<file path="src/vsf_pkg.sv">
// constants and types of the valve setpoint and feedback block
package vsf_pkg;
  // ****************************************
  // time base
  // ****************************************
  localparam int CLK_PERIOD_NS = 100;
  localparam int TICK_MS = 100;
  localparam int TICK_CYCLES_DEF = TICK_MS * 1000000 / CLK_PERIOD_NS;
  localparam int TICKS_PER_S = 1000 / TICK_MS;
  localparam int SAMPLE_S = 5;
  localparam int QUIET_S = 60;
  localparam int HEARTBEAT_MIN = 15;
  localparam int POS_FAST_MS = 500;
  localparam int DI_FAST_S = 3;
  localparam int SYNC_PCT = 130;
  localparam int SAMPLE_TICKS = SAMPLE_S * TICKS_PER_S;
  localparam int QUIET_SAMPLES = QUIET_S / SAMPLE_S;
  localparam int HEARTBEAT_TICKS = HEARTBEAT_MIN * 60 * TICKS_PER_S;
  localparam int POS_FAST_TICKS = POS_FAST_MS / TICK_MS;
  localparam int DI_FAST_TICKS = DI_FAST_S * TICKS_PER_S;
  // ****************************************
  // percent codes, 0.005 % per step
  // ****************************************
  localparam logic signed [15:0] CODE_ZERO = 16'sh0000;
  localparam logic signed [15:0] CODE_FULL = 16'sh4e20;
  localparam logic signed [15:0] CODE_INVALID = 16'sh7fff;
  localparam logic [31:0] STEP_P = 32'h00004e20;
  // ****************************************
  // register map and reset values
  // ****************************************
  localparam logic [7:0] REG_CTRL = 8'h00;
  localparam logic [7:0] REG_NET_SP = 8'h04;
  localparam logic [7:0] REG_MAN_SP = 8'h08;
  localparam logic [7:0] REG_RCV_TIMEOUT = 8'h0c;
  localparam logic [7:0] REG_SAFETY_POS = 8'h10;
  localparam logic [7:0] REG_RUN_TIME = 8'h14;
  localparam logic [7:0] REG_POS_FB = 8'h18;
  localparam logic [7:0] REG_DI_STATE = 8'h1c;
  localparam logic [7:0] REG_STATUS = 8'h20;
  localparam logic [15:0] RCV_TIMEOUT_RST = 16'h0000;
  localparam logic [11:0] RUN_TIME_RST = 12'h03c;
  localparam logic [15:0] POR_SYNC_TICKS = 16'(int'(RUN_TIME_RST) * TICKS_PER_S * SYNC_PCT / 100);
  // ****************************************
  // types
  // ****************************************
  typedef enum logic [1:0] {
    FIRMWARE_REV_ONE = 2'h0,
    FIRMWARE_REV_TWO = 2'h1,
    LATER_VARIANT = 2'h2
  } vsf_variant_t;
  typedef enum logic [1:0] {
    DI_DIRECT = 2'h0,
    DI_INVERTED = 2'h1,
    DI_UNDEFINED = 2'h2
  } vsf_dicfg_t;
  typedef struct packed {
    vsf_dicfg_t dicfg;
    vsf_variant_t variant;
  } vsf_ctrl_t;
  typedef enum logic [3:0] {
    M_POR = 4'b0001,
    M_SYNC = 4'b0010,
    M_TRACK = 4'b0100,
    M_HOLD = 4'b1000
  } vsf_mode_t;
  typedef struct packed {
    logic motor_close;
    logic motor_open;
    logic wd_trip;
    logic pos_valid;
    vsf_mode_t mode;
  } vsf_status_t;
  typedef struct packed {
    logic [7:0] value;
    logic [7:0] state;
  } vsf_switch_t;
  localparam logic [7:0] SW_VALUE_ON = 8'hc8;
  localparam logic [7:0] SW_STATE_ON = 8'h01;
  localparam logic [7:0] SW_STATE_UNDEF = 8'hff;
  localparam vsf_switch_t SW_OFF = '{value: 8'h00, state: 8'h00};
  localparam vsf_switch_t SW_ON = '{value: SW_VALUE_ON, state: SW_STATE_ON};
  localparam vsf_switch_t SW_UNDEF = '{value: 8'h00, state: SW_STATE_UNDEF};
endpackage : vsf_pkg

</file>
<file path="src/vsf_top.sv">
// setpoint arbitration, stem model and feedback publishing of the valve actuator
`timescale 1ns/10ps
module vsf_pub import vsf_pkg::*; #(
  parameter int FAST_TICKS = 5,
  parameter logic [15:0] RST_VAL = 16'h0000
) (
  input logic sys_clk,
  input logic rst,
  input logic tick,
  input vsf_variant_t variant,
  input logic [15:0] value,
  output logic pub,
  output logic [15:0] pub_val
);
  logic [5:0] samp_cnt_q;
  logic [5:0] fast_cnt_q;
  logic [13:0] hb_cnt_q;
  logic [3:0] quiet_q;
  logic quiet_done_q;
  logic sample;
  logic fast;
  logic heartbeat;
  logic changed;
  logic quiet_end;
  logic fire;

  assign sample = tick && (samp_cnt_q == 6'(SAMPLE_TICKS - 1));
  assign fast = tick && (fast_cnt_q == 6'(FAST_TICKS - 1));
  assign heartbeat = tick && (hb_cnt_q == 14'(HEARTBEAT_TICKS - 1));
  assign changed = (value != pub_val);
  assign quiet_end = !quiet_done_q && (quiet_q == 4'(QUIET_SAMPLES - 1));

  always_ff @(posedge sys_clk or posedge rst) begin
    if (rst) begin
      samp_cnt_q <= 6'h00;
      fast_cnt_q <= 6'h00;
      hb_cnt_q <= 14'h0000;
    end else if (tick) begin
      samp_cnt_q <= sample ? 6'h00 : samp_cnt_q + 6'h01;
      fast_cnt_q <= fast ? 6'h00 : fast_cnt_q + 6'h01;
      hb_cnt_q <= heartbeat ? 14'h0000 : hb_cnt_q + 14'h0001;
    end
  end

  always_ff @(posedge sys_clk or posedge rst) begin
    if (rst) begin
      quiet_q <= 4'h0;
      quiet_done_q <= 1'b0;
    end else if (sample) begin
      if (changed) begin
        quiet_q <= 4'h0;
        quiet_done_q <= 1'b0;
      end else if (quiet_end) begin
        quiet_q <= 4'h0;
        quiet_done_q <= 1'b1;
      end else if (!quiet_done_q) begin
        quiet_q <= quiet_q + 4'h1;
      end
    end
  end

  always_comb begin
    case (variant)
      FIRMWARE_REV_ONE: fire = fast;
      FIRMWARE_REV_TWO: fire = sample && (changed || quiet_end);
      default: fire = (sample && changed) || heartbeat;
    endcase
  end

  always_ff @(posedge sys_clk or posedge rst) begin
    if (rst) begin
      pub <= 1'b0;
      pub_val <= RST_VAL;
    end else begin
      pub <= fire;
      if (fire) begin
        pub_val <= value;
      end
    end
  end
endmodule : vsf_pub

module vsf_top import vsf_pkg::*; #(
  parameter int TICK_CYCLES = TICK_CYCLES_DEF
) (
  input logic sys_clk,
  input logic rst,
  input logic psel,
  input logic penable,
  input logic pwrite,
  input logic [7:0] paddr,
  input logic [31:0] pwdata,
  output logic [31:0] prdata,
  output logic pready,
  output logic pslverr,
  input logic di_in,
  output logic motor_open,
  output logic motor_close,
  output logic pos_pub,
  output logic [15:0] pos_pub_val,
  output logic di_pub,
  output vsf_switch_t di_pub_val
);
  // ****************************************
  // state
  // ****************************************
  logic [19:0] tick_cnt_q;
  logic tick_q;
  vsf_ctrl_t ctrl_q;
  logic signed [15:0] net_sp_q;
  logic signed [15:0] man_sp_q;
  logic [15:0] rcv_timeout_q;
  logic signed [15:0] safety_q;
  logic [11:0] run_time_q;
  logic man_written_q;
  vsf_mode_t mode_q;
  logic [15:0] sync_cnt_q;
  logic sync_up_q;
  logic [31:0] p_q;
  logic pos_valid_q;
  logic por_done_q;
  logic reeval_q;
  logic signed [15:0] pos_fb_q;
  logic [19:0] wd_cnt_q;
  logic wd_trip_q;
  logic wd_set_q;
  vsf_switch_t di_state_q;
  logic acc;
  logic wr;
  logic net_wr;
  logic sp_wr;
  logic [31:0] rd_mux;
  logic signed [15:0] gov_code;
  logic use_safety;
  logic gov_end;
  logic gov_stop;
  logic [15:0] run_ticks;
  logic [15:0] sync_ticks;
  logic [19:0] rcv_ticks;
  logic [31:0] p_full;
  logic [31:0] tp;
  logic [31:0] end_p;
  logic [31:0] fb_raw;
  logic signed [15:0] fb;

  function automatic logic signed [15:0] clamp_sp(input logic signed [15:0] sp);
    if (sp == CODE_INVALID) begin
      return sp;
    end else if (sp < CODE_ZERO) begin
      return CODE_ZERO;
    end else if (sp > CODE_FULL) begin
      return CODE_FULL;
    end
    return sp;
  endfunction : clamp_sp

  function automatic logic is_end(input logic signed [15:0] c);
    return (c == CODE_ZERO) || (c == CODE_FULL);
  endfunction : is_end

  // ****************************************
  // local timebase
  // ****************************************
  always_ff @(posedge sys_clk or posedge rst) begin
    if (rst) begin
      tick_cnt_q <= 20'h00000;
      tick_q <= 1'b0;
    end else begin
      tick_q <= (tick_cnt_q == 20'(TICK_CYCLES - 1));
      tick_cnt_q <= (tick_cnt_q == 20'(TICK_CYCLES - 1)) ? 20'h00000 : tick_cnt_q + 20'h00001;
    end
  end

  // ****************************************
  // apb slave, one wait-free access cycle
  // ****************************************
  assign acc = psel && penable && pready;
  assign wr = acc && pwrite;
  assign net_wr = wr && (paddr == REG_NET_SP);
  assign sp_wr = net_wr || (wr && (paddr == REG_MAN_SP));

  always_comb begin
    rd_mux = 32'h00000000;
    case (paddr)
      REG_CTRL: rd_mux = {28'h0000000, ctrl_q};
      REG_NET_SP: rd_mux = {16'h0000, net_sp_q};
      REG_MAN_SP: rd_mux = {16'h0000, man_sp_q};
      REG_RCV_TIMEOUT: rd_mux = {16'h0000, rcv_timeout_q};
      REG_SAFETY_POS: rd_mux = {16'h0000, safety_q};
      REG_RUN_TIME: rd_mux = {20'h00000, run_time_q};
      REG_POS_FB: rd_mux = {16'h0000, pos_fb_q};
      REG_DI_STATE: rd_mux = {16'h0000, di_state_q};
      REG_STATUS: rd_mux = {24'h000000, motor_close, motor_open, wd_trip_q, pos_valid_q, mode_q};
      default: rd_mux = 32'h00000000;
    endcase
  end

  always_ff @(posedge sys_clk or posedge rst) begin
    if (rst) begin
      pready <= 1'b0;
      pslverr <= 1'b0;
      prdata <= 32'h00000000;
    end else begin
      pready <= psel && !penable;
      pslverr <= psel && !penable && (paddr > REG_STATUS || paddr[1:0] != 2'h0);
      prdata <= (psel && !penable && !pwrite) ? rd_mux : 32'h00000000;
    end
  end

  always_ff @(posedge sys_clk or posedge rst) begin
    if (rst) begin
      ctrl_q <= '{dicfg: DI_DIRECT, variant: FIRMWARE_REV_ONE};
      net_sp_q <= CODE_INVALID;
      man_sp_q <= CODE_INVALID;
      rcv_timeout_q <= RCV_TIMEOUT_RST;
      safety_q <= CODE_INVALID;
      run_time_q <= RUN_TIME_RST;
      man_written_q <= 1'b0;
    end else if (wr) begin
      case (paddr)
        REG_CTRL: ctrl_q <= vsf_ctrl_t'(pwdata[3:0]);
        REG_NET_SP: net_sp_q <= pwdata[15:0];
        REG_MAN_SP: begin
          man_sp_q <= pwdata[15:0];
          man_written_q <= 1'b1;
        end
        REG_RCV_TIMEOUT: rcv_timeout_q <= pwdata[15:0];
        REG_SAFETY_POS: safety_q <= pwdata[15:0];
        REG_RUN_TIME: run_time_q <= (pwdata[11:0] == 12'h000) ? 12'h001 : pwdata[11:0];
        default: ;
      endcase
    end
  end

  // ****************************************
  // setpoint arbitration
  // ****************************************
  always_comb begin
    use_safety = 1'b0;
    if (man_sp_q != CODE_INVALID) begin
      gov_code = clamp_sp(man_sp_q);
    end else if (wd_trip_q || net_sp_q == CODE_INVALID) begin
      gov_code = safety_q;
      use_safety = 1'b1;
    end else begin
      gov_code = clamp_sp(net_sp_q);
    end
  end
  assign gov_end = is_end(gov_code);
  assign gov_stop = use_safety && !gov_end;

  // ****************************************
  // receive-timeout supervision
  // ****************************************
  assign rcv_ticks = 20'(rcv_timeout_q) * 20'(TICKS_PER_S);

  always_ff @(posedge sys_clk or posedge rst) begin
    if (rst) begin
      wd_cnt_q <= 20'h00000;
      wd_trip_q <= 1'b0;
      wd_set_q <= 1'b0;
    end else begin
      wd_set_q <= 1'b0;
      if (net_wr || rcv_timeout_q == 16'h0000) begin
        wd_cnt_q <= 20'h00000;
        wd_trip_q <= 1'b0;
      end else if (tick_q && !wd_trip_q) begin
        if (wd_cnt_q == rcv_ticks - 20'h00001) begin
          wd_trip_q <= 1'b1;
          wd_set_q <= 1'b1;
        end else begin
          wd_cnt_q <= wd_cnt_q + 20'h00001;
        end
      end
    end
  end

  // ****************************************
  // stem model and drive sequencing
  // ****************************************
  assign run_ticks = 16'({4'h0, run_time_q} * 16'(TICKS_PER_S));
  assign sync_ticks = 16'({4'h0, run_time_q} * 16'(TICKS_PER_S * SYNC_PCT / 100));
  assign p_full = {16'h0000, CODE_FULL} * {16'h0000, run_ticks};
  assign tp = {16'h0000, gov_code} * {16'h0000, run_ticks};
  assign end_p = (gov_code == CODE_FULL) ? p_full : 32'h00000000;

  always_comb begin
    fb_raw = p_q / {16'h0000, run_ticks};
    fb = (fb_raw > {16'h0000, CODE_FULL}) ? CODE_FULL : fb_raw[15:0];
  end

  always_ff @(posedge sys_clk or posedge rst) begin
    if (rst) begin
      reeval_q <= 1'b0;
      pos_fb_q <= CODE_INVALID;
    end else begin
      reeval_q <= sp_wr || wd_set_q || por_done_q;
      pos_fb_q <= pos_valid_q ? fb : CODE_INVALID;
    end
  end

  always_ff @(posedge sys_clk or posedge rst) begin
    if (rst) begin
      mode_q <= M_POR;
      sync_cnt_q <= POR_SYNC_TICKS;
      sync_up_q <= 1'b0;
      p_q <= 32'h00000000;
      pos_valid_q <= 1'b0;
      por_done_q <= 1'b0;
    end else begin
      por_done_q <= 1'b0;
      if (mode_q != M_POR && reeval_q) begin
        if (gov_stop) begin
          mode_q <= M_HOLD;
        end else if (gov_end) begin
          mode_q <= M_SYNC;
          sync_cnt_q <= sync_ticks;
          sync_up_q <= (gov_code == CODE_FULL);
          p_q <= end_p;
          pos_valid_q <= 1'b1;
        end else begin
          mode_q <= M_TRACK;
        end
      end else begin
        case (mode_q)
          M_POR: begin
            if (tick_q) begin
              if (sync_cnt_q == 16'h0000) begin
                mode_q <= M_HOLD;
                p_q <= 32'h00000000;
                pos_valid_q <= 1'b1;
                por_done_q <= 1'b1;
              end else begin
                sync_cnt_q <= sync_cnt_q - 16'h0001;
              end
            end
          end
          M_SYNC: begin
            if (tick_q) begin
              if (sync_cnt_q == 16'h0000) begin
                mode_q <= M_HOLD;
              end else begin
                sync_cnt_q <= sync_cnt_q - 16'h0001;
              end
            end
          end
          M_TRACK: begin
            if (tick_q && p_q < tp) begin
              p_q <= (tp - p_q > STEP_P) ? p_q + STEP_P : tp;
            end else if (tick_q && p_q > tp) begin
              p_q <= (p_q - tp > STEP_P) ? p_q - STEP_P : tp;
            end
          end
          M_HOLD: ;
          default: mode_q <= M_HOLD;
        endcase
      end
    end
  end

  always_ff @(posedge sys_clk or posedge rst) begin
    if (rst) begin
      motor_open <= 1'b0;
      motor_close <= 1'b0;
    end else begin
      motor_open <= (mode_q == M_SYNC && sync_up_q) || (mode_q == M_TRACK && p_q < tp);
      motor_close <= (mode_q == M_POR) || (mode_q == M_SYNC && !sync_up_q) || (mode_q == M_TRACK && p_q > tp);
    end
  end

  // ****************************************
  // digital input and publishing
  // ****************************************
  always_ff @(posedge sys_clk or posedge rst) begin
    if (rst) begin
      di_state_q <= SW_UNDEF;
    end else begin
      case (ctrl_q.dicfg)
        DI_DIRECT: di_state_q <= di_in ? SW_ON : SW_OFF;
        DI_INVERTED: di_state_q <= di_in ? SW_OFF : SW_ON;
        default: di_state_q <= SW_UNDEF;
      endcase
    end
  end

  vsf_pub #(.FAST_TICKS(POS_FAST_TICKS), .RST_VAL(CODE_INVALID)) u_pos_pub (
    .sys_clk(sys_clk),
    .rst(rst),
    .tick(tick_q),
    .variant(ctrl_q.variant),
    .value(pos_fb_q),
    .pub(pos_pub),
    .pub_val(pos_pub_val)
  );

  vsf_pub #(.FAST_TICKS(DI_FAST_TICKS), .RST_VAL(SW_UNDEF)) u_di_pub (
    .sys_clk(sys_clk),
    .rst(rst),
    .tick(tick_q),
    .variant(ctrl_q.variant),
    .value(di_state_q),
    .pub(di_pub),
    .pub_val(di_pub_val)
  );
endmodule : vsf_top

</file>
<file path="config.mk">
export PLATFORM = sky130hd
export DESIGN_NAME = vsf_top
export DESIGN_NICKNAME = d
export VERILOG_FILES = /design/src/vsf_pkg.sv /design/src/vsf_top.sv
export SDC_FILE = /design/constraint.sdc
export NUM_CORES = 2
export LEC_CHECK = 0
export BUFFER_PORTS_ARGS = -buffer_cell sky130_fd_sc_hd__buf_2
export CAP_MARGIN = 20
export CORE_MARGIN = 3
export CORE_UTILIZATION = 55
export CTS_BUF_LIST = sky130_fd_sc_hd__clkbuf_8
export CTS_CLUSTER_DIAMETER = 150
export DETAILED_ROUTE_END_ITERATION = 7
export GPL_ROUTABILITY_DRIVEN = 0
export HOLD_SLACK_MARGIN = 0.1
export PLACE_DENSITY = 0.81
export SYNTH_ARGS = -nofsm -noshare
export SYNTH_HDL_FRONTEND = slang
export SYNTH_HIERARCHICAL = 1
export SYNTH_SLANG_ARGS = --single-unit
</file>
<file path="constraint.sdc">
create_clock -name sys_clk -period 195.8 [get_ports sys_clk]
set_input_delay 9.79 -clock sys_clk [delete_from_list [all_inputs] [get_ports sys_clk]]
set_output_delay 9.79 -clock sys_clk [all_outputs]
set_load 0.05 [all_outputs]
</file>
==> results by group <==
Timing
  • Relative slew slack: 20.4%
  • Setup TNS: 0 ps
  • Final slew viol count: 0
  • Unrepaired setup endpoints after global routing: false
  • Worst Tran Pin Value: 1190 ps
  • Fmax: 9.86 MHz
  • # setup viols final: 0
  • Final period util: 51.8%
  • Endpoints failing hold: 0
  • Setup Skew: 51.9 ps
  • Post-route minimum period: 101,440 ps

Logic synthesis
  • Post-synthesis sequential area ratio: 15.4%
  • Main combinational cell family by area after synthesis: adder cells
  • Post-synth EDFFs: 0
  • Mean post-synth cell area: 8.21 sq um
  • Async S/R FF share, synth: 100%
  • Mapped cell area: 0.0515 sq mm
  • Adder-cell area share of the yosys netlist: 25.4%
  • Post-Synthesis Cells: 6,265
  • Seq cells post-synth: 313
  • Ys Warns: 6
  • Prevailing post-synth register cell: dfrtp_1
  • Compound-Gate Fraction of Synth Area: 21.6%
  • Post-synthesis mux area share: 5.32%
  • Synth Area in Simple Gates: 19.0%
  • Synth cell types: 137
  • Synth Area in XOR/XNOR: 7.09%

Worst setup path
  • Reg2reg start: run_time_q[2]
  • Most used cell, CP: o21a_1
  • WP data required: 196,230 ps
  • Critical path type: flip-flop to flip-flop
  • Reg2reg setup slack: 94,360 ps
  • Worst Setup Start Kind: flip-flop
  • Reg2Reg Depth: 426
  • CP Max Fanout: 32
  • CP endpoint kind: flip-flop
  • Critical Path AT: 101,880 ps
  • RR Endpoint: pos_fb_q[14]
  • Largest stage delay, worst path: 770 ps
  • CP max-delay cell: a211oi_1

Routing
  • DRC violations left: 1
  • Detailed Routing Iterations Pass 1: 8
  • Routed vias: 48,348
  • DR vias/cell: 6.41
  • ANT nets after route: 0
  • WL/cell: 19.6 um
  • Drt total wl: 148,000 um
  • DRT iter0 DRCs: 4,420

Floorplan
  • Ports: 116
  • Core Region: 0.0922 sq mm
  • Die width: 312 um
  • Initial Utilization: 55.8%
  • Rows: 111
  • Die Ht: 312 um
  • Die area: 0.0973 sq mm

Finish
  • Sequential Area: 0.00795 sq mm
  • Multi-input logic area: 0.0406 sq mm
  • Final #Nets: 7,213
  • Most frequent cells in the layout: 687 x ha_1, 574 x nand2_1, 526 x inv_1
  • Area Growth Syn to Fin: 5.58%
  • Commonest non-fill, non-tap cell in the layout: ha_1
  • Ratio of cells with drive above 1 in the final layout: 11.2%
  • Fill cell total of the finished layout: 8,027

Status
  • Status: finished, violations left
  • Failing checks: design-rule violations

Hold path
  • Hold depth: 0
  • Worst min path class: flip-flop to flip-flop
  • Hold endpoint: di_state_q[6]
  • HP Start: ctrl_q[3]

Clock tree
  • Hold buffers post-CTS: 0
  • Worst-skew pair later-pin latency: 700 ps
  • Sink Count: 313
  • Clock Root Buffer: clkbuf_8
  • # resized after CTS: 0
  • TritonCTS Buffers: 55
  • H-tree depth: 2
  • Post CTS Setup Buffer Count: 0
  • TritonCTS clock tree: built
  • CTS max path bufs: 3
  • Clock-pin slew on the worst setup and hold paths: 70 ps

GRT
  • Number of global-route vias before repair: 47,593
  • Initial antenna violation count: 2
  • GRT Util Overall: 29.5%
  • First-pass GRT wire length: 240,000 um
  • Largest net degree at the start of global routing: 81
  • GRT Residual Overflow: 0

Run
  • Max Cap Viol: 0

Place
  • DP HPWL: 113,000 um
  • IO Port Bufs: 83
==> cell families after synthesis <==
| kind of cell | count (synthesis) |
|---|---|
| compound gates | 1618 |
| flops | 313 |
| simple gates | 1994 |
| mux | 238 |
| fa+ha+maj | 910 |
| other cells | 1 |
| buf+inv | 775 |
| xor+xnor | 416 |
==> per-layer routing <==
| metal | up-vias | wire length [um] | track usage (%) |
|---|---|---|---|
| met2 | 2178 | 67700 | 49.5 |
| li1 | 22559 | - | - |
| met3 | 560 | 13900 | 6.38 |
| met4 | 2 | 8330 | 14.4 |
| met1 | 23049 | 58200 | 36.0 |
| met5 | - | 13 | 0 |
==> registers in the layout, indices dropped and copies added, names as in the netlist, 12 cells and up <==
register            cells
p_q                    31
pos_fb_q               16
u_pos_pub/pub_val      16
prdata                 16
man_sp_q               16
u_di_pub/pub_val       16
u_pos_pub/hb_cnt_q     14
sync_cnt_q             16
wd_cnt_q               20
net_sp_q               16
tick_cnt_q             20
run_time_q             12
rcv_timeout_q          16
safety_q               16
u_di_pub/hb_cnt_q      14
==> cell type report <==
class,count,area share (%)
Clock inverter,27,0.396
Multi-Input combinational cell,5203,74.7
Tap cell,1243,2.86
Clock buffer,77,1.95
Antenna cell,1,0.00461
Sequential cell,313,14.6
Inverter,527,3.65
Timing Repair Buffer,157,1.81
==> synthesized netlist by cell type (33+ instances only) <==
master / n / area, sq um
ha_1: 687 / 8600
nand2_1: 574 / 2150
inv_1: 522 / 1960
nor2_1: 486 / 1820
a21oi_1: 380 / 1900
nor3_1: 284 / 1420
xnor2_1: 241 / 2110
fa_1: 223 / 4460
o21ai_0: 220 / 1100
dfrtp_1: 219 / 5480
o21a_1: 206 / 1550
clkbuf_1: 176 / 661
mux2_2: 174 / 1960
xor2_1: 174 / 1520
o31ai_1: 143 / 1070
nand3_1: 106 / 531
dfstp_2: 94 / 2470
a21o_1: 85 / 638
nand4_1: 80 / 500
o21bai_1: 71 / 533
nand2b_1: 64 / 400
or3_1: 54 / 338
nor4_1: 53 / 332
a31oi_1: 51 / 319
nor2b_1: 46 / 288
or2_2: 42 / 263
o22ai_1: 41 / 257
a211oi_1: 40 / 300
and3_1: 38 / 238
and2_1: 37 / 231
mux2i_1: 37 / 370
a22oi_1: 36 / 270
a221oi_1: 34 / 298
o211ai_1: 33 / 248
==> critical path: cells and delay by family (launching register included) <==
kind	cells	cell delay [ps]
compound gates	251	56090
simple gates	104	24610
fa+ha+maj	34	10720
buf+inv	24	4780
mux	12	3860
flops	1	670
xor+xnor	1	180
==> per-stage QoR <==
stage | utilization, % | hold WS [ps] | worst slack [ps] | instance area [sq um] | instances
final | 58.9 | 435 | 94360 | 54300 | 7548
after global routing | 58.9 | 450 | 87100 | 54300 | 7548
after CTS | 58.9 | 433 | 96120 | 54300 | 7546
after detailed placement | 57.5 | 424 | 96350 | 53000 | 7442
after global placement | 57.5 | 423 | 98650 | 53000 | 7441
after floorplan | - | 430 | 104280 | 51600 | 6291
==> worst max-delay path by stage <==
stage | from | to | slack, ps
4_1_cts | run_time_q[2] | pos_fb_q[14] | 96120
3_3_place_gp | run_time_q[2] | pos_fb_q[14] | 98650
2_1_floorplan | run_time_q[5] | pos_fb_q[14] | 104280
3_5_place_dp | run_time_q[2] | pos_fb_q[14] | 96350
5_1_grt | run_time_q[2] | pos_fb_q[14] | 87100
6_report | run_time_q[2] | pos_fb_q[14] | 94360
Power is not shown: default switching activity piles up to over one toggle a cycle in this logic, so the estimate is an artifact.
